### config.mk
export PLATFORM = sky130hd
export DESIGN_NAME = qco_output
export DESIGN_NICKNAME = d
export VERILOG_FILES = /design/src/qco_pkg.sv /design/src/qco_output.sv
export VERILOG_INCLUDE_DIRS = /design/src
export SDC_FILE = /design/constraint.sdc
export NUM_CORES = 1
export LEC_CHECK = 0
export BUFFER_PORTS_ARGS = -buffer_cell sky130_fd_sc_hd__buf_2
export CORE_MARGIN = 2
export CORE_UTILIZATION = 55
export CTS_CLUSTER_DIAMETER = 60
export DETAILED_ROUTE_END_ITERATION = 10
export HOLD_SLACK_MARGIN = 0.03
export PLACE_DENSITY_LB_ADDON = 0.3
export SETUP_SLACK_MARGIN = 0.05
export SLEW_MARGIN = 20
export SYNTH_ARGS = -nofsm -noshare
export SYNTH_HDL_FRONTEND = slang
export SYNTH_SLANG_ARGS = --single-unit
### constraint.sdc
create_clock -name clk -period 19.8 [get_ports clk]
set_input_delay 2.97 -clock clk [delete_from_list [all_inputs] [get_ports clk]]
set_output_delay 2.97 -clock clk [all_outputs]
set_load 0.005 [all_outputs]
### src/qco_map.svh
// timing counts and reset values for the quadrature / commutation output block
// assumes a 100 MHz clock; included by qco_output.sv only
`ifndef QCO_MAP_SVH
`define QCO_MAP_SVH

// ==========================================================
// timing
`define QCO_CLK_PERIOD_PS 32'd10000
`define QCO_DWELL_STEP_PS 32'd125000
`define QCO_DWELL_CNT_MAX 10'h3ff

// ==========================================================
// resolution code limits, reset values and commutation sector count
`define QCO_RES_SHIFT_MIN 4'h2
`define QCO_RES_SHIFT_MAX 4'he
`define QCO_POS_RESET 14'h0000
`define QCO_OUT_RESET 3'h0
`define QCO_SECTORS 19'h0_0006

`endif

### src/qco_pkg.sv
// types shared by the quadrature / commutation output block
// no assumptions beyond a SystemVerilog compiler
package qco_pkg;
   typedef enum logic [1:0] {
      QCO_POWERON,
      QCO_CATCHUP,
      QCO_TRACK
   } qco_phase_e;
   typedef logic [13:0] qco_pos_t;
endpackage

### src/qco_output.sv
// quadrature (A/B/marker) and three-phase commutation output generator
// angle samples and configuration come from logic on the same clock
//
// How it works
// zero marker is emitted at zero; width picked by zero_marker_width_select.
// before power_on_done the pins show the error-reporting levels.
// after power-on the output steps the shorter way to the angle.
// catch-up lasts at most 180 deg / R times the dwell time.
// dwell code zero: no catch-up, output jumps straight to position.
// rising marker edge marks zero going up, falling edge going down.
// marker width and shift follow resolution and width option.
// dwell limiting is on only when the 6-bit dwell code is nonzero.
// each quadrature state holds at least the dwell time when limiting.
// jumps are walked through every Gray state at dwell rate.
// new angle samples arrive every 1 us and update the target.
// dwell_limit_active_flag is high whenever a step is being held back.
// dwell time is 0.125 us times (code + 1).
// while limited, edges are paced by dwell time, not rotation rate.
// reversal with hysteresis is back-filled at dwell rate.
// commutation supports 1 to 16 pole pairs.
// commutation uses primary or secondary angle as selected.
// each commutation pin toggles when the angle crosses its edge.
// commutation uses the hysteresis-compensated angle.
// quadrature states 00,01,11,10; one phase changes per step.
// receiver counts up on B-before-A, down on A-before-B, other jumps go to bad; the 16-bit count wraps at 65536.
// output_protocol_select picks quadrature or commutation on the pins.
// output_polarity_invert inverts all three pins in both modes.
// an internal position accumulator is compared to each sample.
// the dwell flag clears when no transition is being held back.
`timescale 1ns/1ps
`include "qco_map.svh"

module qco_output
   import qco_pkg::*;
(
   input wire logic clk,
   input wire logic rst_n,
   input wire logic [15:0] angle_primary,
   input wire logic [15:0] angle_secondary,
   input wire logic angle_valid,
   input wire logic power_on_done,
   input wire logic [2:0] error_levels,
   input wire logic output_protocol_select,
   input wire logic output_polarity_invert,
   input wire logic output_channel_select,
   input wire logic [3:0] output_resolution_code,
   input wire logic [5:0] encoder_min_dwell_code,
   input wire logic [1:0] zero_marker_width_select,
   output logic out_a,
   output logic out_b,
   output logic out_i,
   output logic dwell_limit_active_flag,
   output logic catchup_active
);

   // ==========================================================
   // configuration decode
   logic [15:0] angle_sel;
   logic [3:0] res_shift;
   logic [13:0] pos_mask;
   logic [13:0] half_turn;
   logic dwell_en;
   logic [9:0] dwell_cycles;
   logic [31:0] dwell_ps;

   always_comb begin
      angle_sel = output_channel_select ? angle_secondary : angle_primary;
      // codes outside the quadrature table clamp to the nearest row
      if (output_resolution_code < `QCO_RES_SHIFT_MIN) begin
         res_shift = `QCO_RES_SHIFT_MIN;
      end else if (output_resolution_code > `QCO_RES_SHIFT_MAX) begin
         res_shift = `QCO_RES_SHIFT_MAX;
      end else begin
         res_shift = output_resolution_code;
      end
      pos_mask = 14'h3fff >> (res_shift - 4'h2);
      half_turn = 14'h2000 >> (res_shift - 4'h2);
      dwell_en = (encoder_min_dwell_code != 6'h00);
      // least time: round up to whole clock cycles
      dwell_ps = (32'(encoder_min_dwell_code) + 32'd1) * `QCO_DWELL_STEP_PS;
      // code 63 needs 800 cycles, so the count is ten bits wide
      dwell_cycles = 10'((dwell_ps + `QCO_CLK_PERIOD_PS - 32'd1) / `QCO_CLK_PERIOD_PS);
   end

   // ==========================================================
   // target sampling and position accumulator
   qco_phase_e phase_r, phase_nxt;
   qco_pos_t pos_r, pos_nxt;
   qco_pos_t target_r, target_nxt;
   logic [9:0] cnt_r, cnt_nxt;
   logic flag_r, flag_nxt;
   qco_pos_t diff;
   logic pending;
   logic step_ok;
   logic go_down;

   always_comb begin
      target_nxt = target_r;
      if (angle_valid) begin
         target_nxt = 14'(angle_sel >> res_shift) & pos_mask;
      end
      diff = (target_r - pos_r) & pos_mask;
      pending = (diff != 14'h0000);
      go_down = (diff >= half_turn);
      step_ok = (cnt_r >= dwell_cycles);
      phase_nxt = phase_r;
      pos_nxt = pos_r;
      cnt_nxt = (cnt_r == `QCO_DWELL_CNT_MAX) ? cnt_r : cnt_r + 10'h001;
      flag_nxt = 1'b0;
      case (phase_r)
         QCO_POWERON: begin
            if (power_on_done) begin
               if (!dwell_en) begin
                  pos_nxt = target_r;
                  phase_nxt = QCO_TRACK;
               end else begin
                  phase_nxt = QCO_CATCHUP;
                  cnt_nxt = 10'h000;
               end
            end
         end
         QCO_CATCHUP, QCO_TRACK: begin
            if (!dwell_en) begin
               pos_nxt = target_r;
               phase_nxt = QCO_TRACK;
            end else if (pending && step_ok) begin
               // one state per step keeps every Gray state visible
               pos_nxt = (go_down ? pos_r - 14'h0001 : pos_r + 14'h0001) & pos_mask;
               cnt_nxt = 10'h001;
            end else if (pending) begin
               flag_nxt = 1'b1;
            end else begin
               phase_nxt = QCO_TRACK;
            end
         end
         default: begin
            phase_nxt = QCO_POWERON;
         end
      endcase
   end

   always_ff @(posedge clk) begin
      if (!rst_n) begin
         phase_r <= QCO_POWERON;
         pos_r <= `QCO_POS_RESET;
         target_r <= `QCO_POS_RESET;
         cnt_r <= 10'h000;
         flag_r <= 1'b0;
      end else begin
         phase_r <= phase_nxt;
         pos_r <= pos_nxt;
         target_r <= target_nxt;
         cnt_r <= cnt_nxt;
         flag_r <= flag_nxt;
      end
   end

   // ==========================================================
   // commutation sectors
   logic [4:0] pole_pairs;
   logic [15:0] elec_angle;
   logic [18:0] sector_prod;
   logic [2:0] sector;
   logic [2:0] uvw;

   always_comb begin
      pole_pairs = 5'(output_resolution_code) + 5'h01;
      elec_angle = 16'(angle_sel * pole_pairs);
      sector_prod = 19'(elec_angle) * `QCO_SECTORS;
      sector = sector_prod[18:16];
      case (sector)
         3'h0: uvw = 3'b100;
         3'h1: uvw = 3'b110;
         3'h2: uvw = 3'b010;
         3'h3: uvw = 3'b011;
         3'h4: uvw = 3'b001;
         3'h5: uvw = 3'b101;
         default: uvw = 3'b100;
      endcase
   end

   // ==========================================================
   // pin drive
   logic [2:0] pins_r, pins_nxt;
   logic [2:0] quad;
   logic marker;

   always_comb begin
      // marker covers states 0..zero_marker_width_select, so it rises entering 0 going up
      // and falls leaving 0 going down
      marker = (pos_r <= 14'(zero_marker_width_select));
      quad = {pos_r[1], pos_r[1] ^ pos_r[0], marker};
      if (phase_r == QCO_POWERON) begin
         pins_nxt = error_levels;
      end else if (output_protocol_select) begin
         pins_nxt = uvw;
      end else begin
         pins_nxt = quad;
      end
      pins_nxt = pins_nxt ^ {3{output_polarity_invert}};
   end

   always_ff @(posedge clk) begin
      if (!rst_n) begin
         pins_r <= `QCO_OUT_RESET;
      end else begin
         pins_r <= pins_nxt;
      end
   end

   assign out_a = pins_r[2];
   assign out_b = pins_r[1];
   assign out_i = pins_r[0];
   assign dwell_limit_active_flag = flag_r;
   assign catchup_active = (phase_r == QCO_CATCHUP);

   // ==========================================================
   // catch-up length watch
   // restarts on a new target or a new setting, since the bound holds per target
   logic [23:0] settle_r, settle_nxt;
   logic [23:0] settle_max;
   logic [9:0] cfg_seen_r, cfg_seen_nxt;

   always_comb begin
      cfg_seen_nxt = {encoder_min_dwell_code, output_resolution_code};
      settle_max = 24'(half_turn) * 24'(dwell_cycles) + 24'h00_0002;
      settle_nxt = 24'h00_0000;
      if ((phase_r == QCO_CATCHUP) && (target_nxt == target_r) && (cfg_seen_nxt == cfg_seen_r)) begin
         settle_nxt = (settle_r == 24'hff_ffff) ? settle_r : settle_r + 24'h00_0001;
      end
   end

   always_ff @(posedge clk) begin
      if (!rst_n) begin
         settle_r <= 24'h00_0000;
         cfg_seen_r <= 10'h000;
      end else begin
         settle_r <= settle_nxt;
         cfg_seen_r <= cfg_seen_nxt;
      end
   end
endmodule

==> results by group, run 1 <==
Floorplanning
  – IO Pins: 59
  – Die X: 156 µm
  – Rows: 55
  – Initial Util: 56.1%
  – Chip Height: 156 µm
  – Full die area: 24400 µm²
  – Core ar.: 22700 µm²

Routing
  – Post-route DRC: 0
  – Routed Wire Length: 34900 µm
  – Antenna viol nets, final: 0
  – Via/cell ratio: 6.40
  – 1st-pass router iterations: 7
  – Vias: 13300
  – Post-DR wirelength/cell: 16.8 µm
  – Initial drt markers: 987

Placement
  – HPWL after detailed placement: 27200 µm
  – Placed cells: 2054
  – RD Place Congestion: 0.991
  – Port Buf Inserts: 58

Clock network
  – Clk slew on worst S/H paths: 0.06 ns
  – Clock sink count: 44
  – H-tree depth: 2
  – CTS tree: built
  – Worst-case clock buffer depth: 2
  – Clk_lat worst skew: 0.29 ns
  – CTS Buf Count: 5
  – Root Buffer: clkbuf_16
  – Hold Buf Count CTS: 0

STA
  – Worst-Margin Slew: 0.994 ns
  – Max-slew violation count: 0
  – Final TNS setup: 0 ns
  – Final hold vios: 0
  – Final Cycle Share: 95.9%
  – # setup viols final: 0
  – FMAX: 0.0527 GHz
  – Clock Skews: 0.00413 ns
  – Clock period minus worst slack: 18.99 ns
  – WHS: 0.498 ns
  – Relative slew slack: 33.6%

Synth
  – Avg Inst Size Synth: 7.38 µm²
  – Sequential area share after synthesis: 6.91%
  – Synth area leader: ha_1
  – Commonest cells in the netlist: nand2_1, ha_1, nor2_1, a21oi_1, inv_1
  – Post-synth EDFFs: 0
  – Synth Instances: 1727
  – Mapped cell area: 12700 µm²
  – Commonest register cell after synthesis: dfxtp_1
  – Yosys cell types: 111
  – FF+latch count, synth: 44
  – Ranking of synthesized cells by area: ha_1, fa_1, dfxtp_1, xnor2_1, nand2_1
  – Warnings, synthesis: 0
  – Most frequent cell after synthesis: nand2_1
  – Post-Syn Nets: 1969
  – Top cell type's share of synthesized area: 13.7%
  – Async SR Flop Fraction: 0%

Final layout
  – Antenna cells: 0
  – Final non-filler cell total: 2077
  – Final nets: 2033
  – Area delta synth->final: 10.8%
  – Layout cells sized above 1: 14.0%

Worst setup path
  – Setup crit end kind: flop
  – Slowest stage delay, CP: 0.54 ns
  – Most frequent CP cell: ha_1
  – Crit Path Category: in -> reg
  – Startpoint types: input pin
  – Crit-path slowest cell: or4b_4
  – Required @ worst endpoint: 19.98 ns
  – Worst-path maximum fanout: 14
  – Worst EP arrival: 19.17 ns

Global route
  – Global-route usage over all layers: 27.9%
  – Largest net degree at the start of global routing: 37
  – Vias in the first global route: 12200
  – Global-route wire length before repair: 58300 µm
  – GRT Residual Overflow: 0
  – Antenna violations before repair: 0

Run status
  – Outcome: finished clean

Job
  – Max-cap viol count: 0

Min path
  – Hold Path Class: reg -> reg
==> sequential cells by signal, indices dropped and copies added (netlist names) <==
name	cells
pos_r	14
phase_r	2
pins_r	3
dwell_limit_active_flag	1
cnt_r	10
target_r	14
==> worst max-delay path: cells and delay by family <==
kind	cells	cell delay [ns]
AND/OR/NAND/NOR	23	4.10
XOR/XNOR	3	0.80
AO/OA/AOI/OAI	31	7.76
adder cells (fa/ha/maj)	7	2.73
buffers and inverters	6	0.75
==> final timing paths <==
check | from | to | slack, ns | depth (start not counted)
max reg2reg | pos_r[1]$_SDFFE_PN0P_ | pos_r[13]$_SDFFE_PN0P_ | 12.70 | 36
min reg2reg | phase_r[1]$_SDFFE_PN0P_ | phase_r[1]$_SDFFE_PN0P_ | 0.50 | 2
min | phase_r[1]$_SDFFE_PN0P_ | phase_r[1]$_SDFFE_PN0P_ | 0.50 | 2
max | encoder_min_dwell_code[3] | pos_r[7]$_SDFFE_PN0P_ | 0.81 | 70
==> cells in the final DEF (no fill, tap or decap), types with 25 or more instances in the layout <==
cell type / count
buf_4: 51
o21bai_1: 26
xor2_1: 34
o21ai_0: 68
nor3_1: 36
nor2_1: 138
nor2b_1: 37
fa_1: 47
nand2b_1: 28
a21oi_1: 115
mux2i_1: 25
dfxtp_1: 44
buf_2: 57
xnor2_1: 90
inv_1: 114
a21o_1: 25
ha_1: 136
nand2_1: 174
and2_1: 30
nand3_1: 57
==> metal layers <==
metal / global-route usage [%] / wire length (µm)
met5: 0 / 0
met3: 3.02 / 1940
met2: 45.4 / 16000
met4: 5.72 / 543
met1: 40.1 / 16500
==> metrics by stage <==
stage	area [µm²]	utilization, %	setup WS (ns)
6_report	14100	62.2	0.807
4_1_cts	13600	60.0	0.130
3_5_place_dp	13400	59.2	-0.449
2_1_floorplan	12700	-	0.936
3_3_place_gp	13400	59.2	-0.192
5_1_grt	14100	62.2	-0.0867
==> final cells by class <==
type / count / area, µm²
clock buffers: 5 / 125
clock inverters: 3 / 46.3
fillers: 2034 / 8580
inverters: 119 / 449
multi-input cells: 1512 / 11600
flip-flops and latches: 44 / 881
well taps: 285 / 357
repair buffers: 109 / 676
==> kinds of logic (layout without fill, tap and decap cells) <==
logic type               Yosys count  in the layout  share of synthesized area (%)
AO/OA/AOI/OAI                    506            506                           28.2
adder cells (fa/ha/maj)          191            191                           21.5
buffers and inverters            172            236                           5.40
multiplexers                      44             44                           3.64
AND/OR/NAND/NOR                  630            631                           24.6
flip-flops                        44             44                           6.91
XOR/XNOR                         140            140                           9.79
==> what timing repair did <==
item / 4_1_cts / 5_1_grt
pin swaps: 0 / 20
resized for setup: 3 / 74
endpoints found under the setup margin: 23 / 25
buffers inserted: 0 / 14
gates cloned: 0 / 1
Power of run 1 is not shown: default switching activity piles up to over one toggle a cycle in this logic, so the estimate is an artifact.
==> run 2, diff against run 1 <==
==> constraint.sdc (replaced) <==
create_clock -name clk -period 19.8 [get_ports clk]
set_input_delay 0.99 -clock clk [delete_from_list [all_inputs] [get_ports clk]]
set_output_delay 0.99 -clock clk [all_outputs]
set_load 0.005 [all_outputs]
==> results by group, run 2 (same netlist as run 1, synthesis figures left out) <==
Clock network
  – Hold Buf Count CTS: 0 (unchanged)
  – Clk slew on worst S/H paths: 0.07 ns (was 0.06 ns)
  – Clk_lat worst skew: 0.30 ns (was 0.29 ns)
  – Root Buffer: clkbuf_16 (unchanged)
  – Clock sink count: 44 (unchanged)
  – CTS tree: built (unchanged)
  – CTS Buf Count: 5 (unchanged)
  – Worst-case clock buffer depth: 2 (unchanged)
  – H-tree depth: 2 (unchanged)

Final layout
  – Layout cells sized above 1: 9.53% (was 14.0%)
  – Antenna cells: 0 (unchanged)
  – Biggest regs: pos_r: 14 flops, target_r: 14 flops, cnt_r: 10 flops (unchanged)
  – Area delta synth->final: 5.88% (was 10.8%)
  – Commonest non-fill, non-tap cells in the layout: nand2_1, nor2_1, ha_1 (unchanged)
  – FILL cells: 2124 (was 2034)
  – Most common cell after layout, fill and taps aside: nand2_1 (unchanged)
  – Final nets: 1993 (was 2033)

Job
  – Max-cap viol count: 0 (unchanged)

Worst setup path
  – Required @ worst endpoint: 20.04 ns (was 19.98 ns)
  – Setup crit end: pos_r[12]$_SDFFE_PN0P_ (was pos_r[7]$_SDFFE_PN0P_)
  – Worst EP arrival: 18.65 ns (was 19.17 ns)
  – Register-to-Register Setup Slack: 12.65 ns (was 12.70 ns)
  – Crit. Startpoint: encoder_min_dwell_code[0] (was encoder_min_dwell_code[3])
  – RR Endpoint: pos_r[13]$_SDFFE_PN0P_ (unchanged)
  – Slowest stage delay, CP: 0.59 ns (was 0.54 ns)
  – Setup crit end kind: flop (unchanged)
  – Crit-path slowest cell: or4b_1 (was or4b_4)
  – Crit Path Category: in -> reg (unchanged)
  – Reg-to-Reg Start: pos_r[1]$_SDFFE_PN0P_ (unchanged)
  – Startpoint types: input pin (unchanged)
  – Register-to-Register Path Depth: 38 (was 36)
  – Worst-path maximum fanout: 28 (was 14)
  – Most frequent CP cell: ha_1 (unchanged)

Routing
  – Initial drt markers: 1028 (was 987)
  – Antenna viol nets, final: 0 (unchanged)
  – Post-route DRC: 0 (unchanged)
  – Vias: 12900 (was 13300)
  – Via/cell ratio: 6.32 (was 6.40)
  – Post-DR wirelength/cell: 16.5 µm (was 16.8 µm)
  – 1st-pass router iterations: 7 (unchanged)
  – Routed Wire Length: 33600 µm (was 34900 µm)

Placement
  – HPWL after detailed placement: 26500 µm (was 27200 µm)
  – Port Buf Inserts: 58 (unchanged)
  – RD Place Congestion: 0.939 (was 0.991)

Min path
  – Hold Path Class: reg -> reg (unchanged)
  – Cell depth of the worst hold path: 2 (unchanged)

Run status
  – Outcome: finished clean (unchanged)

Floorplanning
  – Chip Height: 156 µm (unchanged)
  – Die X: 156 µm (unchanged)
  – IO Pins: 59 (unchanged)
  – Initial Util: 56.1% (unchanged)
  – Rows: 55 (unchanged)
  – Full die area: 24400 µm² (unchanged)
  – Core ar.: 22700 µm² (unchanged)

Global route
  – Antenna violations before repair: 0 (unchanged)
  – GRT Residual Overflow: 0 (unchanged)
  – Global-route wire length before repair: 56600 µm (was 58300 µm)
  – Vias in the first global route: 11900 (was 12200)
  – Global-route usage over all layers: 27.0% (was 27.9%)
  – Largest net degree at the start of global routing: 37 (unchanged)

STA
  – Final TNS setup: 0 ns (unchanged)
  – Relative slew slack: 36.9% (was 33.6%)
  – Clock period minus worst slack: 18.41 ns (was 18.99 ns)
  – Final Cycle Share: 93.0% (was 95.9%)
  – Max-slew violation count: 0 (unchanged)
  – Worst-Margin Slew: 0.940 ns (was 0.994 ns)
  – Clock Skews: 0.00354 ns (was 0.00413 ns)
  – # setup viols final: 0 (unchanged)
  – Final hold vios: 0 (unchanged)
  – FMAX: 0.0543 GHz (was 0.0527 GHz)
  – RSZ-0062 raised after global routing: no
## run 2: changes by cell type in the layout (fill, tap and decap cells not counted), sizes merged
cell	previous run	this run
buf	108	70
bufinv	1	0
clkbuf	6	5
clkinv	2	3
nand2	178	177
## run 2: how the worst min path moves through the flow
stage	end	slack (ns)	start
final	phase_r[1]$_SDFFE_PN0P_	0.50	phase_r[1]$_SDFFE_PN0P_
after global routing	target_r[6]$_SDFFE_PN0P_	0.52	target_r[6]$_SDFFE_PN0P_
after CTS	phase_r[1]$_SDFFE_PN0P_	0.51	phase_r[1]$_SDFFE_PN0P_
after detailed placement	phase_r[1]$_SDFFE_PN0P_	0.49	phase_r[1]$_SDFFE_PN0P_
after global placement	phase_r[1]$_SDFFE_PN0P_	0.47	phase_r[1]$_SDFFE_PN0P_
after floorplan	phase_r[1]$_SDFFE_PN0P_	0.46	phase_r[1]$_SDFFE_PN0P_
## run 2: metal layers
layer,vias up,GRT usage (%),routed length [µm]
li1,6386,-,-
met1,6066,39.3,16300
met2,391,44.8,15200
met3,31,1.47,1630
met4,0,4.06,365
met5,-,0,0
## run 2: what timing repair did
item	4_1_cts	5_1_grt
endpoints found under the setup margin	0	25
gates resized for setup	0	16
setup buffers	0	2
## run 2: layout make-up
class | instances | area, µm² | area share [%]
Clock inverter | 3 | 21.3 | 0.158
Timing Repair Buffer | 70 | 380 | 2.82
Sequential cell | 44 | 881 | 6.53
Tap cell | 285 | 357 | 2.64
Multi-Input combinational cell | 1511 | 11300 | 83.6
Inverter | 119 | 449 | 3.33
Clock buffer | 5 | 125 | 0.927
## run 2: per-stage QoR
| step | cell area [µm²] | hold WS [ns] | utilization [%] | std cells | setup slack, ns |
|---|---|---|---|---|---|
| 3_5_place_dp | 13200 | 0.487 | 58.3 | 2027 | 0.305 |
| 2_1_floorplan | 12700 | 0.458 | - | 1727 | 2.92 |
| 3_3_place_gp | 13200 | 0.471 | 58.3 | 2027 | 0.626 |
| 4_1_cts | 13400 | 0.505 | 58.9 | 2035 | 0.517 |
| 6_report | 13500 | 0.502 | 59.4 | 2037 | 1.39 |
| 5_1_grt | 13500 | 0.522 | 59.4 | 2037 | 0.0507 |
## run 2: critical path: cells and delay by family
kind / cells / cell delay, ns
compound gates: 33 / 8.44
simple gates: 18 / 3.33
fa+ha+maj: 8 / 3.16
xor+xnor: 4 / 1.16
mux: 2 / 0.82
buf+inv: 4 / 0.67
Power of run 2 is left out for the same reason.
